### config.mk
export PLATFORM = sky130hd
export DESIGN_NAME = ulc_top
export DESIGN_NICKNAME = d
export VERILOG_FILES = /design/src/shared/ulc_pkg.sv /design/src/rtl/ulc_trigger_sel.sv /design/src/rtl/ulc_frame_fmt.sv /design/src/rtl/ulc_top.sv
export VERILOG_INCLUDE_DIRS = /design/src /design/src/shared
export SDC_FILE = /design/constraint.sdc
export NUM_CORES = 1
export LEC_CHECK = 0
export BUFFER_PORTS_ARGS = -buffer_cell sky130_fd_sc_hd__clkbuf_2
export CAP_MARGIN = 10
export CORE_MARGIN = 8
export CORE_UTILIZATION = 52
export CTS_BUF_LIST = sky130_fd_sc_hd__clkbuf_4
export DETAILED_ROUTE_END_ITERATION = 7
export GPL_ROUTABILITY_DRIVEN = 0
export PLACE_DENSITY_LB_ADDON = 0.3
export SLEW_MARGIN = 20
export SYNTH_ARGS = -nofsm -noshare
export SYNTH_HDL_FRONTEND = slang
export SYNTH_SLANG_ARGS = --single-unit
### constraint.sdc
create_clock -name clk_sys -period 2.75 [get_ports clk_sys]
set_input_delay 0.825 -clock clk_sys [delete_from_list [all_inputs] [get_ports clk_sys]]
set_output_delay 0.825 -clock clk_sys [all_outputs]
set_load 0.005 [all_outputs]
### src/shared/ulc_consts.svh
/*
  Register offsets, field positions, reset values and frame format figures for
  one serial channel's configuration block.
  Assumes inclusion by bare name from the rtl files.
*/
`ifndef ULC_CONSTS_SVH
`define ULC_CONSTS_SVH

`define ULC_AW              4
`define ULC_DW              8

`define ULC_OFF_DATA        4'h0
`define ULC_OFF_DIVH        4'h1
`define ULC_OFF_FIFO        4'h2
`define ULC_OFF_LINE        4'h3
`define ULC_OFF_MODEM       4'h4
`define ULC_OFF_FEAT        4'h8
`define ULC_OFF_ENH         4'h9
`define ULC_OFF_RXPROG      4'ha
`define ULC_OFF_TXPROG      4'hb
`define ULC_OFF_STAT        4'hc
`define ULC_OFF_TXLVL       4'hd
`define ULC_OFF_RXLVL       4'he

`define ULC_FCR_EN          0
`define ULC_FCR_RXRST       1
`define ULC_FCR_TXRST       2
`define ULC_FCR_BLK         3
`define ULC_FCR_TXSEL       4
`define ULC_FCR_RXSEL       6

`define ULC_LCR_WLEN        0
`define ULC_LCR_STOP        2
`define ULC_LCR_PEN         3
`define ULC_LCR_EPS         4
`define ULC_LCR_FORCE       5
`define ULC_LCR_BRK         6
`define ULC_LCR_DLAB        7

`define ULC_MCR_DTR         0
`define ULC_MCR_RTS         1
`define ULC_MCR_FLOWSEL     2

`define ULC_FEATURE_CONTROL_TBL        6
`define ULC_EFR_ENH         4
`define ULC_EFR_AUTORTS     6

`define ULC_RST_LCR         8'h00
`define ULC_RST_MCR         8'h00
`define ULC_RST_FEAT        8'h00
`define ULC_RST_ENH         8'h00
`define ULC_RST_PROG        8'h01
`define ULC_RST_DIV         8'h00

`define ULC_WORD_MIN        4'h5
`define ULC_STOP_ONE        3'h2
`define ULC_STOP_ONEHALF    3'h3
`define ULC_STOP_TWO        3'h4

`endif

### src/shared/ulc_pkg.sv
/*
  Types shared by the channel configuration block.
  Assumes the constants header sits beside it on the include path.
*/
package ulc_pkg;

  typedef enum logic [1:0] {
    ULC_TBL_A = 2'h0,
    ULC_TBL_B = 2'h1,
    ULC_TBL_C = 2'h2,
    ULC_TBL_D = 2'h3
  } ulc_table_t;

  typedef enum logic [2:0] {
    ULC_PAR_NONE  = 3'h0,
    ULC_PAR_ODD   = 3'h1,
    ULC_PAR_EVEN  = 3'h2,
    ULC_PAR_MARK  = 3'h3,
    ULC_PAR_SPACE = 3'h4
  } ulc_par_t;

endpackage

### src/rtl/ulc_trigger_sel.sv
/*
  Trigger level lookup for the receive and transmit FIFOs.
  Assumes select codes and programmed levels come from the register file
  on the same clock; the output is purely combinational.
*/
`timescale 1ns/1ps
`default_nettype none
`include "ulc_consts.svh"

module ulc_trigger_sel
  import ulc_pkg::*;
#(
  parameter int LW = 8
) (
  // Selection
  input  wire ulc_table_t  table_sel,
  input  wire logic [1:0]  rx_code,
  input  wire logic [1:0]  tx_code,
  // Programmed levels
  input  wire logic [LW-1:0] rx_prog,
  input  wire logic [LW-1:0] tx_prog,
  // Levels
  output logic [LW-1:0]    rx_level,
  output logic [LW-1:0]    tx_level
);

  function automatic logic [LW-1:0] pick(input logic [1:0] c,
                                         input logic [7:0] l0,
                                         input logic [7:0] l1,
                                         input logic [7:0] l2,
                                         input logic [7:0] l3);
    logic [7:0] v;
    v = l0;
    case (c)
      2'h0: v = l0;
      2'h1: v = l1;
      2'h2: v = l2;
      default: v = l3;
    endcase
    return LW'(v);
  endfunction

  wire logic [LW-1:0] rx_a = pick(rx_code, 8'h01, 8'h04, 8'h08, 8'h0e);
  wire logic [LW-1:0] rx_b = pick(rx_code, 8'h08, 8'h10, 8'h18, 8'h1c);
  wire logic [LW-1:0] tx_b = pick(tx_code, 8'h10, 8'h08, 8'h18, 8'h1e);
  wire logic [LW-1:0] rx_c = pick(rx_code, 8'h08, 8'h10, 8'h38, 8'h3c);
  wire logic [LW-1:0] tx_c = pick(tx_code, 8'h08, 8'h10, 8'h20, 8'h38);

  // One table drives both directions.
  assign rx_level = (table_sel == ULC_TBL_A) ? rx_a :
                    (table_sel == ULC_TBL_B) ? rx_b :
                    (table_sel == ULC_TBL_C) ? rx_c :
                                               rx_prog;
  assign tx_level = (table_sel == ULC_TBL_A) ? LW'(1) :
                    (table_sel == ULC_TBL_B) ? tx_b :
                    (table_sel == ULC_TBL_C) ? tx_c :
                                               tx_prog;

endmodule
`default_nettype wire

### src/rtl/ulc_frame_fmt.sv
/*
  Serial frame format decode and parity generation and checking.
  Assumes the transmitter and receiver hand over characters on the same
  clock; data bits above the word length are ignored here.
*/
`timescale 1ns/1ps
`default_nettype none
`include "ulc_consts.svh"

module ulc_frame_fmt
  import ulc_pkg::*;
(
  // Line control fields
  input  wire logic [7:0] line_ctl,
  // Characters
  input  wire logic [7:0] tx_char,
  input  wire logic [7:0] rx_char,
  input  wire logic       rx_par_bit,
  // Format
  output logic [3:0]      word_bits,
  output logic [2:0]      stop_half_bits,
  output ulc_par_t        par_mode,
  // Parity
  output logic            tx_par_bit,
  output logic            rx_par_err
);

  wire logic [1:0] wl_code = line_ctl[`ULC_LCR_WLEN +: 2];
  wire logic       stop_b  = line_ctl[`ULC_LCR_STOP];
  wire logic       pen     = line_ctl[`ULC_LCR_PEN];
  wire logic       eps     = line_ctl[`ULC_LCR_EPS];
  wire logic       force_p = line_ctl[`ULC_LCR_FORCE];

  function automatic logic par_of(input logic [7:0] d,
                                  input logic [1:0] wl,
                                  input ulc_par_t m);
    logic [7:0] mask;
    logic       x;
    mask = 8'hff >> (2'h3 - wl);
    x = ^(d & mask);
    case (m)
      ULC_PAR_ODD:  par_of = ~x;
      ULC_PAR_EVEN: par_of = x;
      ULC_PAR_MARK: par_of = 1'b1;
      default:      par_of = 1'b0;
    endcase
  endfunction

  assign word_bits = `ULC_WORD_MIN + {2'h0, wl_code};
  assign stop_half_bits = !stop_b ? `ULC_STOP_ONE :
                          (wl_code == 2'h0) ? `ULC_STOP_ONEHALF :
                          `ULC_STOP_TWO;

  assign par_mode = !pen ? ULC_PAR_NONE :
                    (force_p && !eps) ? ULC_PAR_MARK :
                    (force_p && eps) ? ULC_PAR_SPACE :
                    eps ? ULC_PAR_EVEN : ULC_PAR_ODD;

  assign tx_par_bit = par_of(tx_char, wl_code, par_mode);
  // No parity means no check is made.
  assign rx_par_err = (par_mode != ULC_PAR_NONE) &&
                      (rx_par_bit != par_of(rx_char, wl_code, par_mode));

endmodule
`default_nettype wire

### src/rtl/ulc_top.sv
/*
  Configuration block of one serial channel: FIFO control, line control,
  modem control, feature and enhanced registers, divisor latch, trigger
  levels, transmit trigger request, break and the DTR and RTS outputs.
  Assumes a same-clock register master, a transmitter and receiver that
  consume the frame format, and FIFOs outside that report their counts.
*/
// The implementer's own choices: the register addresses and strobed register access.
`timescale 1ns/1ps
`default_nettype none
`include "ulc_consts.svh"

// Functional notes
// - Block-transfer mode bit stored, no behavioural effect.
// - Transmit request below trigger after a fill past it, otherwise when empty.
// - One trigger table serves both directions.
// - Tables A and B trigger levels.
// - Table C levels; table D programmed.
// - Table select field picks trigger table.
// - Word length five to eight bits.
// - Stop bits one, one and a half, or two.
// - Parity enable sends and checks parity.
// - Parity type selects odd or even.
// - Forced parity fixed mark or space.
// - Break holds transmit line low.
// - Divisor access bit redirects data locations.
// - DTR control bit drives low-active output.
// - Auto flow drives DTR when selected.
// - RTS control bit, or auto flow.
// - Flow select bit picks RTS or DTR.
module ulc_top
  import ulc_pkg::*;
#(
  parameter int LW = 8
) (
  // Clock and reset
  input  wire logic            clk_sys,
  input  wire logic            rst,
  // Register port
  input  wire logic [3:0]      reg_addr,
  input  wire logic [7:0]      reg_wdata,
  input  wire logic            reg_wr,
  input  wire logic            reg_rd,
  output var  logic [7:0]      reg_rdata,
  // Data register path
  input  wire logic [7:0]      rx_hold_data,
  output logic                 rx_pop,
  output var  logic            tx_push,
  output var  logic [7:0]      tx_push_data,
  // FIFO state and control
  input  wire logic [LW-1:0]   tx_fifo_count,
  input  wire logic [LW-1:0]   rx_fifo_count,
  output var  logic            fifo_enable,
  output var  logic            rx_fifo_clear,
  output var  logic            tx_fifo_clear,
  output var  logic            tx_trig_req,
  output var  logic            rx_trig_hit,
  // Frame format
  output logic [3:0]           word_bits,
  output logic [2:0]           stop_half_bits,
  output ulc_par_t             par_mode,
  input  wire logic [7:0]      tx_char,
  output logic                 tx_par_bit,
  input  wire logic [7:0]      rx_char,
  input  wire logic            rx_par_bit,
  output logic                 rx_par_err,
  // Baud divisor
  output var  logic [15:0]     baud_divisor,
  // Serial line
  input  wire logic            tx_serial_bit,
  output var  logic            tx_line,
  // Modem outputs
  output var  logic            dtr_n,
  output var  logic            rts_n
);

  // Register state.
  logic [7:0]    line_ctl_r;
  logic [7:0]    modem_ctl_r;
  logic [7:0]    feat_ctl_r;
  logic [7:0]    enh_feat_r;
  logic [LW-1:0] rx_prog_r;
  logic [LW-1:0] tx_prog_r;
  logic [7:0]    div_low_r;
  logic [7:0]    div_high_r;
  logic          fifo_en_r;
  logic          blk_mode_r;
  logic [1:0]    rx_code_r;
  logic [1:0]    tx_code_r;
  logic          filled_over_r;

  // Write and read decode.
  function automatic logic hit(input logic [3:0] a, input logic [3:0] o);
    return a == o;
  endfunction

  wire logic dlab     = line_ctl_r[`ULC_LCR_DLAB];
  wire logic wr_data  = reg_wr && hit(reg_addr, `ULC_OFF_DATA);
  wire logic rd_data  = reg_rd && hit(reg_addr, `ULC_OFF_DATA);
  wire logic wr_divh  = reg_wr && hit(reg_addr, `ULC_OFF_DIVH) && dlab;
  wire logic wr_divl  = wr_data && dlab;
  wire logic wr_thr   = wr_data && !dlab;
  wire logic wr_fifo  = reg_wr && hit(reg_addr, `ULC_OFF_FIFO);
  wire logic wr_line  = reg_wr && hit(reg_addr, `ULC_OFF_LINE);
  wire logic wr_modem = reg_wr && hit(reg_addr, `ULC_OFF_MODEM);
  wire logic wr_feat  = reg_wr && hit(reg_addr, `ULC_OFF_FEAT);
  wire logic wr_enh   = reg_wr && hit(reg_addr, `ULC_OFF_ENH);
  wire logic wr_rxp   = reg_wr && hit(reg_addr, `ULC_OFF_RXPROG);
  wire logic wr_txp   = reg_wr && hit(reg_addr, `ULC_OFF_TXPROG);

  // A FIFO write without its enable bit only turns the FIFOs off.
  wire logic fifo_prog = wr_fifo && reg_wdata[`ULC_FCR_EN];
  wire logic enh_on    = enh_feat_r[`ULC_EFR_ENH];
  wire logic tx_sel_ok = fifo_prog && enh_on;

  // Receive data is popped only while the data register is selected.
  assign rx_pop = rd_data && !dlab;

  // Trigger lookup.
  wire ulc_table_t table_sel =
    ulc_table_t'(feat_ctl_r[`ULC_FEATURE_CONTROL_TBL +: 2]);
  logic [LW-1:0] rx_level;
  logic [LW-1:0] tx_level;

  // Both directions share table_sel, so the latest selection rules both.
  ulc_trigger_sel #(
    .LW (LW)
  ) u_trig (
    .table_sel (table_sel),
    .rx_code   (rx_code_r),
    .tx_code   (tx_code_r),
    .rx_prog   (rx_prog_r),
    .tx_prog   (tx_prog_r),
    .rx_level  (rx_level),
    .tx_level  (tx_level)
  );

  // Frame format and parity.
  ulc_frame_fmt u_fmt (
    .line_ctl       (line_ctl_r),
    .tx_char        (tx_char),
    .rx_char        (rx_char),
    .rx_par_bit     (rx_par_bit),
    .word_bits      (word_bits),
    .stop_half_bits (stop_half_bits),
    .par_mode       (par_mode),
    .tx_par_bit     (tx_par_bit),
    .rx_par_err     (rx_par_err)
  );

  // Transmit trigger request.
  wire logic tx_empty   = (tx_fifo_count == '0);
  wire logic tx_below   = (tx_fifo_count < tx_level);
  wire logic tx_over    = (tx_fifo_count > tx_level);
  // Without a fill past the trigger, only an empty FIFO asks for data.
  wire logic tx_req_nxt = fifo_en_r &&
                          (filled_over_r ? tx_below : tx_empty);
  wire logic filled_nxt = tx_empty ? 1'b0 :
                          tx_over ? 1'b1 : filled_over_r;

  // Automatic flow control: ready while receive stays below trigger.
  wire logic auto_flow  = enh_feat_r[`ULC_EFR_AUTORTS];
  wire logic flow_sel   = modem_ctl_r[`ULC_MCR_FLOWSEL];
  wire logic flow_ok    = (rx_fifo_count < rx_level);
  wire logic auto_dtr   = auto_flow && flow_sel;
  wire logic auto_rts   = auto_flow && !flow_sel;
  wire logic dtr_n_nxt  = auto_dtr ? !flow_ok :
                          !modem_ctl_r[`ULC_MCR_DTR];
  wire logic rts_n_nxt  = auto_rts ? !flow_ok :
                          !modem_ctl_r[`ULC_MCR_RTS];

  // Status words.
  wire logic [7:0] stat_word = {2'h0, auto_flow, filled_over_r,
                                rx_trig_hit, tx_trig_req,
                                blk_mode_r, fifo_en_r};

  // Read selection; unmapped and write-only locations read zero.
  wire logic [7:0] rd_mux =
    hit(reg_addr, `ULC_OFF_DATA)   ? (dlab ? div_low_r : rx_hold_data) :
    hit(reg_addr, `ULC_OFF_DIVH)   ? (dlab ? div_high_r : 8'h00) :
    hit(reg_addr, `ULC_OFF_LINE)   ? line_ctl_r :
    hit(reg_addr, `ULC_OFF_MODEM)  ? modem_ctl_r :
    hit(reg_addr, `ULC_OFF_FEAT)   ? feat_ctl_r :
    hit(reg_addr, `ULC_OFF_ENH)    ? enh_feat_r :
    hit(reg_addr, `ULC_OFF_RXPROG) ? 8'(rx_prog_r) :
    hit(reg_addr, `ULC_OFF_TXPROG) ? 8'(tx_prog_r) :
    hit(reg_addr, `ULC_OFF_STAT)   ? stat_word :
    hit(reg_addr, `ULC_OFF_TXLVL)  ? 8'(tx_level) :
    hit(reg_addr, `ULC_OFF_RXLVL)  ? 8'(rx_level) :
                                     8'h00;

  // Read data and data-register strobes.
  always_ff @(posedge clk_sys) begin
    if (rst) begin
      reg_rdata    <= 8'h00;
      tx_push      <= 1'b0;
      tx_push_data <= 8'h00;
    end else begin
      reg_rdata    <= reg_rd ? rd_mux : 8'h00;
      tx_push      <= wr_thr;
      tx_push_data <= wr_thr ? reg_wdata : tx_push_data;
    end
  end

  // Line and modem control.
  always_ff @(posedge clk_sys) begin
    if (rst) begin
      line_ctl_r  <= `ULC_RST_LCR;
      modem_ctl_r <= `ULC_RST_MCR;
    end else begin
      if (wr_line) begin
        line_ctl_r <= reg_wdata;
      end
      if (wr_modem) begin
        modem_ctl_r <= reg_wdata;
      end
    end
  end

  // Feature, enhanced and programmed trigger registers.
  always_ff @(posedge clk_sys) begin
    if (rst) begin
      feat_ctl_r <= `ULC_RST_FEAT;
      enh_feat_r <= `ULC_RST_ENH;
      rx_prog_r  <= LW'(`ULC_RST_PROG);
      tx_prog_r  <= LW'(`ULC_RST_PROG);
    end else begin
      if (wr_feat) begin
        feat_ctl_r <= reg_wdata;
      end
      if (wr_enh) begin
        enh_feat_r <= reg_wdata;
      end
      if (wr_rxp) begin
        rx_prog_r <= LW'(reg_wdata);
      end
      if (wr_txp) begin
        tx_prog_r <= LW'(reg_wdata);
      end
    end
  end

  // Divisor latch bytes.
  always_ff @(posedge clk_sys) begin
    if (rst) begin
      div_low_r  <= `ULC_RST_DIV;
      div_high_r <= `ULC_RST_DIV;
    end else begin
      if (wr_divl) begin
        div_low_r <= reg_wdata;
      end
      if (wr_divh) begin
        div_high_r <= reg_wdata;
      end
    end
  end

  // FIFO control fields.
  always_ff @(posedge clk_sys) begin
    if (rst) begin
      fifo_en_r  <= 1'b0;
      blk_mode_r <= 1'b0;
      rx_code_r  <= 2'h0;
      tx_code_r  <= 2'h0;
    end else if (wr_fifo) begin
      fifo_en_r <= reg_wdata[`ULC_FCR_EN];
      if (fifo_prog) begin
        blk_mode_r <= reg_wdata[`ULC_FCR_BLK];
        rx_code_r  <= reg_wdata[`ULC_FCR_RXSEL +: 2];
      end
      if (tx_sel_ok) begin
        tx_code_r <= reg_wdata[`ULC_FCR_TXSEL +: 2];
      end
    end
  end

  // FIFO clear pulses last one cycle and need the enable bit.
  always_ff @(posedge clk_sys) begin
    if (rst) begin
      rx_fifo_clear <= 1'b0;
      tx_fifo_clear <= 1'b0;
    end else begin
      rx_fifo_clear <= fifo_prog && reg_wdata[`ULC_FCR_RXRST];
      tx_fifo_clear <= fifo_prog && reg_wdata[`ULC_FCR_TXRST];
    end
  end

  // Trigger state.
  always_ff @(posedge clk_sys) begin
    if (rst) begin
      filled_over_r <= 1'b0;
      tx_trig_req   <= 1'b0;
      rx_trig_hit   <= 1'b0;
    end else begin
      filled_over_r <= filled_nxt;
      tx_trig_req   <= tx_req_nxt;
      rx_trig_hit   <= fifo_en_r && (rx_fifo_count >= rx_level);
    end
  end

  // Pins and exported settings.
  always_ff @(posedge clk_sys) begin
    if (rst) begin
      tx_line      <= 1'b1;
      dtr_n        <= 1'b1;
      rts_n        <= 1'b1;
      fifo_enable  <= 1'b0;
      baud_divisor <= 16'h0000;
    end else begin
      // Break overrides whatever the transmitter is sending.
      tx_line      <= line_ctl_r[`ULC_LCR_BRK] ? 1'b0 :
                      tx_serial_bit;
      dtr_n        <= dtr_n_nxt;
      rts_n        <= rts_n_nxt;
      fifo_enable  <= fifo_en_r;
      baud_divisor <= {div_high_r, div_low_r};
    end
  end

endmodule
`default_nettype wire

==> run_results.csv <==
group,metric,value,unit
route,top_layer_used,"met4",
route,wl_met3,2028,µm
job,drv_cap,0,
yosys,synth_nets,805,
die,fp.dieW,123.2,µm
route,routed-wl-met2,8572,µm
final_layout,drive_gt1_share,25.38,%
timing,relSlewSlack,58.69,%
timing,worst_clock_skew,0.01644,ns
power,report.power.total,3.003,mW
final_layout,synthToLayoutAreaGrowth,19.37,%
global_routing,grt_pass1_vias,5822,
final_layout,utilization,63.00,%
clocking,postCtsHoldBufs,0,
global_routing,grt_max_degree,64,
place,dp.final_hpwl,14180,µm
timing,fin_crit_sh,112.2,%
clocking,cts-root-buf,"clkbuf_4",
die,ios,112,
final_layout,layout_commonest_cell,"clkbuf_2",
setup_path,crit_slowest_cell,"xnor3_2",
clocking,htree_levels,3,
timing,fmax,324.2,MHz
yosys,synth-edff-count,0,
setup_path,end_kind,"output port",
timing,final_hold_viol_count,0,
setup_path,path_common_cell,"clkbuf_2",
route,vias_per_cell,5.973,
final_layout,nFillCells,1000,
global_routing,overflow,0,
global_routing,grt_antenna_before_repair,0,
timing,maxSlewViolCount,0,
setup_path,required,1.93,ns
setup_path,path_delay_family,"XOR/XNOR gates",
yosys,async_reset_ff_share,0,%
timing,layout_setup_ws,-0.3343,ns
route,drt_iter0_drc,669,
die,std_cell_rows,39,
setup_path,worstSetupStartpointType,"input pin",
final_layout,layout.nets,929,
route,drt-pass1-iter-count,7,
setup_path,cp_max_fo,3,
place,io_buffer_count,111,
clocking,clk_pin_slew,0.17,ns
timing,holdWs,0.4766,ns
clocking,clockBufferDepth,2,
timing,post-route-min-period,3.084,ns
power,p_per_area,421.1,nW/µm²
timing,worst_pin_slew,0.6197,ns
route,drt-wirelength-per-cell,18.99,µm
route,drc,0,
yosys,syn-cell-area,5974,µm²
final_layout,n_antenna_cell,0,
yosys,ys.warnings.count,0,
setup_path,cp.arrival,2.26,ns
yosys,synth-main-ff-cell,"dfxtp_1",
clocking,clock_sinks,112,
die,die_area,15180,µm²
place,dpl_cell_area,6855,µm²
die,die-height,123.2,µm
setup_path,slowest_delay,0.48,ns
setup_path,crit_buf_inv,2,
timing,fin_setup_tns,-0.5103,ns
worst_hold_path,hold_class,"register to register",
clocking,clk_latency,0.49,ns
die,core,11320,µm²
timing,grt_setup_unrepaired,"true",
route,wl_met1,7708,µm
yosys,yosysSeqAreaShare,37.53,%
final_layout,most-common-layout-cells,"110 x clkbuf_2, 108 x dfxtp_1, 93 x nand2_1",
clocking,cts_tree,"yes",
setup_path,critPathKind,"input pin to output port",
yosys,syn-mean-instance-area,8.275,µm²
timing,setup_viol,2,
route,ant_nets,0,
yosys,synthCells,722,
final_layout,design_area,7132,µm²
run_status,status,"finished with violations",
clocking,numCtsBuffers,9,
run_status,violations,"negative setup slack",
global_routing,grt_usage,24.47,%
yosys,ys_ff_latch,112,
route,routed-via-count,5937,
power,leakagePower,3.090,nW
power,vdd_ir_drop_max,245.9,µV
global_routing,grt_pass1_wl,29280,µm
route,wl,18870,µm
yosys,synthDistinctLibCells,69,
setup_path,crit_chain,"clkbuf_2 -> xnor2_2 -> xnor2_1 -> xnor3_2 -> mux2i_1 -> a21oi_1 -> a31oi_1 -> clkbuf_2",
die,start_util,52.77,%
==> per-layer routing <==
layer | up-vias | global-route usage (%)
met3 | 54 | 5.890
met5 | - | 0
li1 | 2765 | -
met2 | 371 | 39.41
met4 | 0 | 9.105
met1 | 2747 | 31.21
==> what timing repair did <==
| action | 4_1_cts | 5_1_grt |
|---|---|---|
| pin swaps | 8 | 4 |
| buffers inserted | 2 | 0 |
| setup endpoints to repair | 4 | 6 |
| resized for setup | 15 | 11 |
==> synthesized netlist by cell type, types with 4 or more instances <==
cell      instances  area, µm²
dfxtp_1         112       2242
nand2_1          93      349.1
nor2_1           78      292.8
a21oi_1          57      285.3
mux2i_1          53      530.5
o21ai_0          37      185.2
nand3_1          27      135.1
nor2b_1          27      168.9
clkbuf_1         26      97.59
ha_1             25      312.8
inv_1            20      75.07
buf_2            13      65.06
xnor2_1          10      87.58
a22oi_1           9      67.56
a21o_1            7      52.55
nand2b_1          7      43.79
buf_4             5      37.54
mux2_2            5      56.30
o211ai_1          5      37.54
o21ai_1           5      25.02
o32ai_1           5      43.79
and2_1            4      25.02
inv_2             4      15.01
nor3_1            4      20.02
o22ai_1           4      25.02
==> final timing paths <==
check	cells past startpoint	start	end	slack (ns)
hold / removal	2	feat_ctl_r[4]$_SDFFE_PP0P_	feat_ctl_r[4]$_SDFFE_PP0P_	0.48
hold reg to reg	2	feat_ctl_r[4]$_SDFFE_PP0P_	feat_ctl_r[4]$_SDFFE_PP0P_	0.48
setup / recovery	8	rx_char[1]	rx_par_err	-0.33
setup reg to reg	10	feat_ctl_r[6]$_SDFFE_PP0P_	rts_n$_SDFF_PP1_	0.14
==> sequential cells by signal, indices dropped and copies added, names as in the netlist, 2 cells and up <==
signal / count
enh_feat_r: 8
div_high_r: 8
modem_ctl_r: 8
baud_divisor: 16
tx_prog_r: 8
reg_rdata: 8
feat_ctl_r: 8
rx_prog_r: 8
tx_code_r: 2
line_ctl_r: 8
rx_code_r: 2
div_low_r: 8
tx_push_data: 8
==> power breakdown <==
group	total (mW)	internal (mW)	switching (mW)
combinational	0.436	0.178	0.258
clock	0.909	0.307	0.602
sequential	1.66	1.64	0.0150
==> tightest hold or removal path, delay by kind of cell (launching register included) <==
family,cells,cell delay (ns)
AND/OR/NAND/NOR,1,0.05
AO/OA/AOI/OAI,1,0.05
flip-flops,1,0.35
==> through the flow <==
stage	worst slack (ns)	cells
floorplan	0.01508	722
global placement	-0.2333	976
detailed placement	-0.2945	976
CTS	-0.3447	994
global route	-0.4571	994
finish	-0.3343	994
==> logic make-up (layout without fill, tap and decap cells) <==
logic type	count (synthesis)	after routing	synth area share, %
flip-flops	112	112	37.53
buffers and inverters	69	198	4.921
AND/OR/NAND/NOR	274	274	22.07
XOR/XNOR	13	13	2.136
AO/OA/AOI/OAI	169	169	17.95
multiplexers	58	58	9.822
adder cells (fa/ha/maj)	27	27	5.571
==> cell type report <==
cell class / count / area, µm² / share of cell area (%)
multi-input combinational: 541 / 3523 / 49.40
sequential: 112 / 2247 / 31.51
clock inverter: 7 / 100.1 / 1.404
clock buffer: 9 / 67.56 / 0.9474
timing repair buffer: 158 / 924.6 / 12.96
tap: 143 / 178.9 / 2.509
inverter: 24 / 90.09 / 1.263
(Power assumes the default switching activity.)
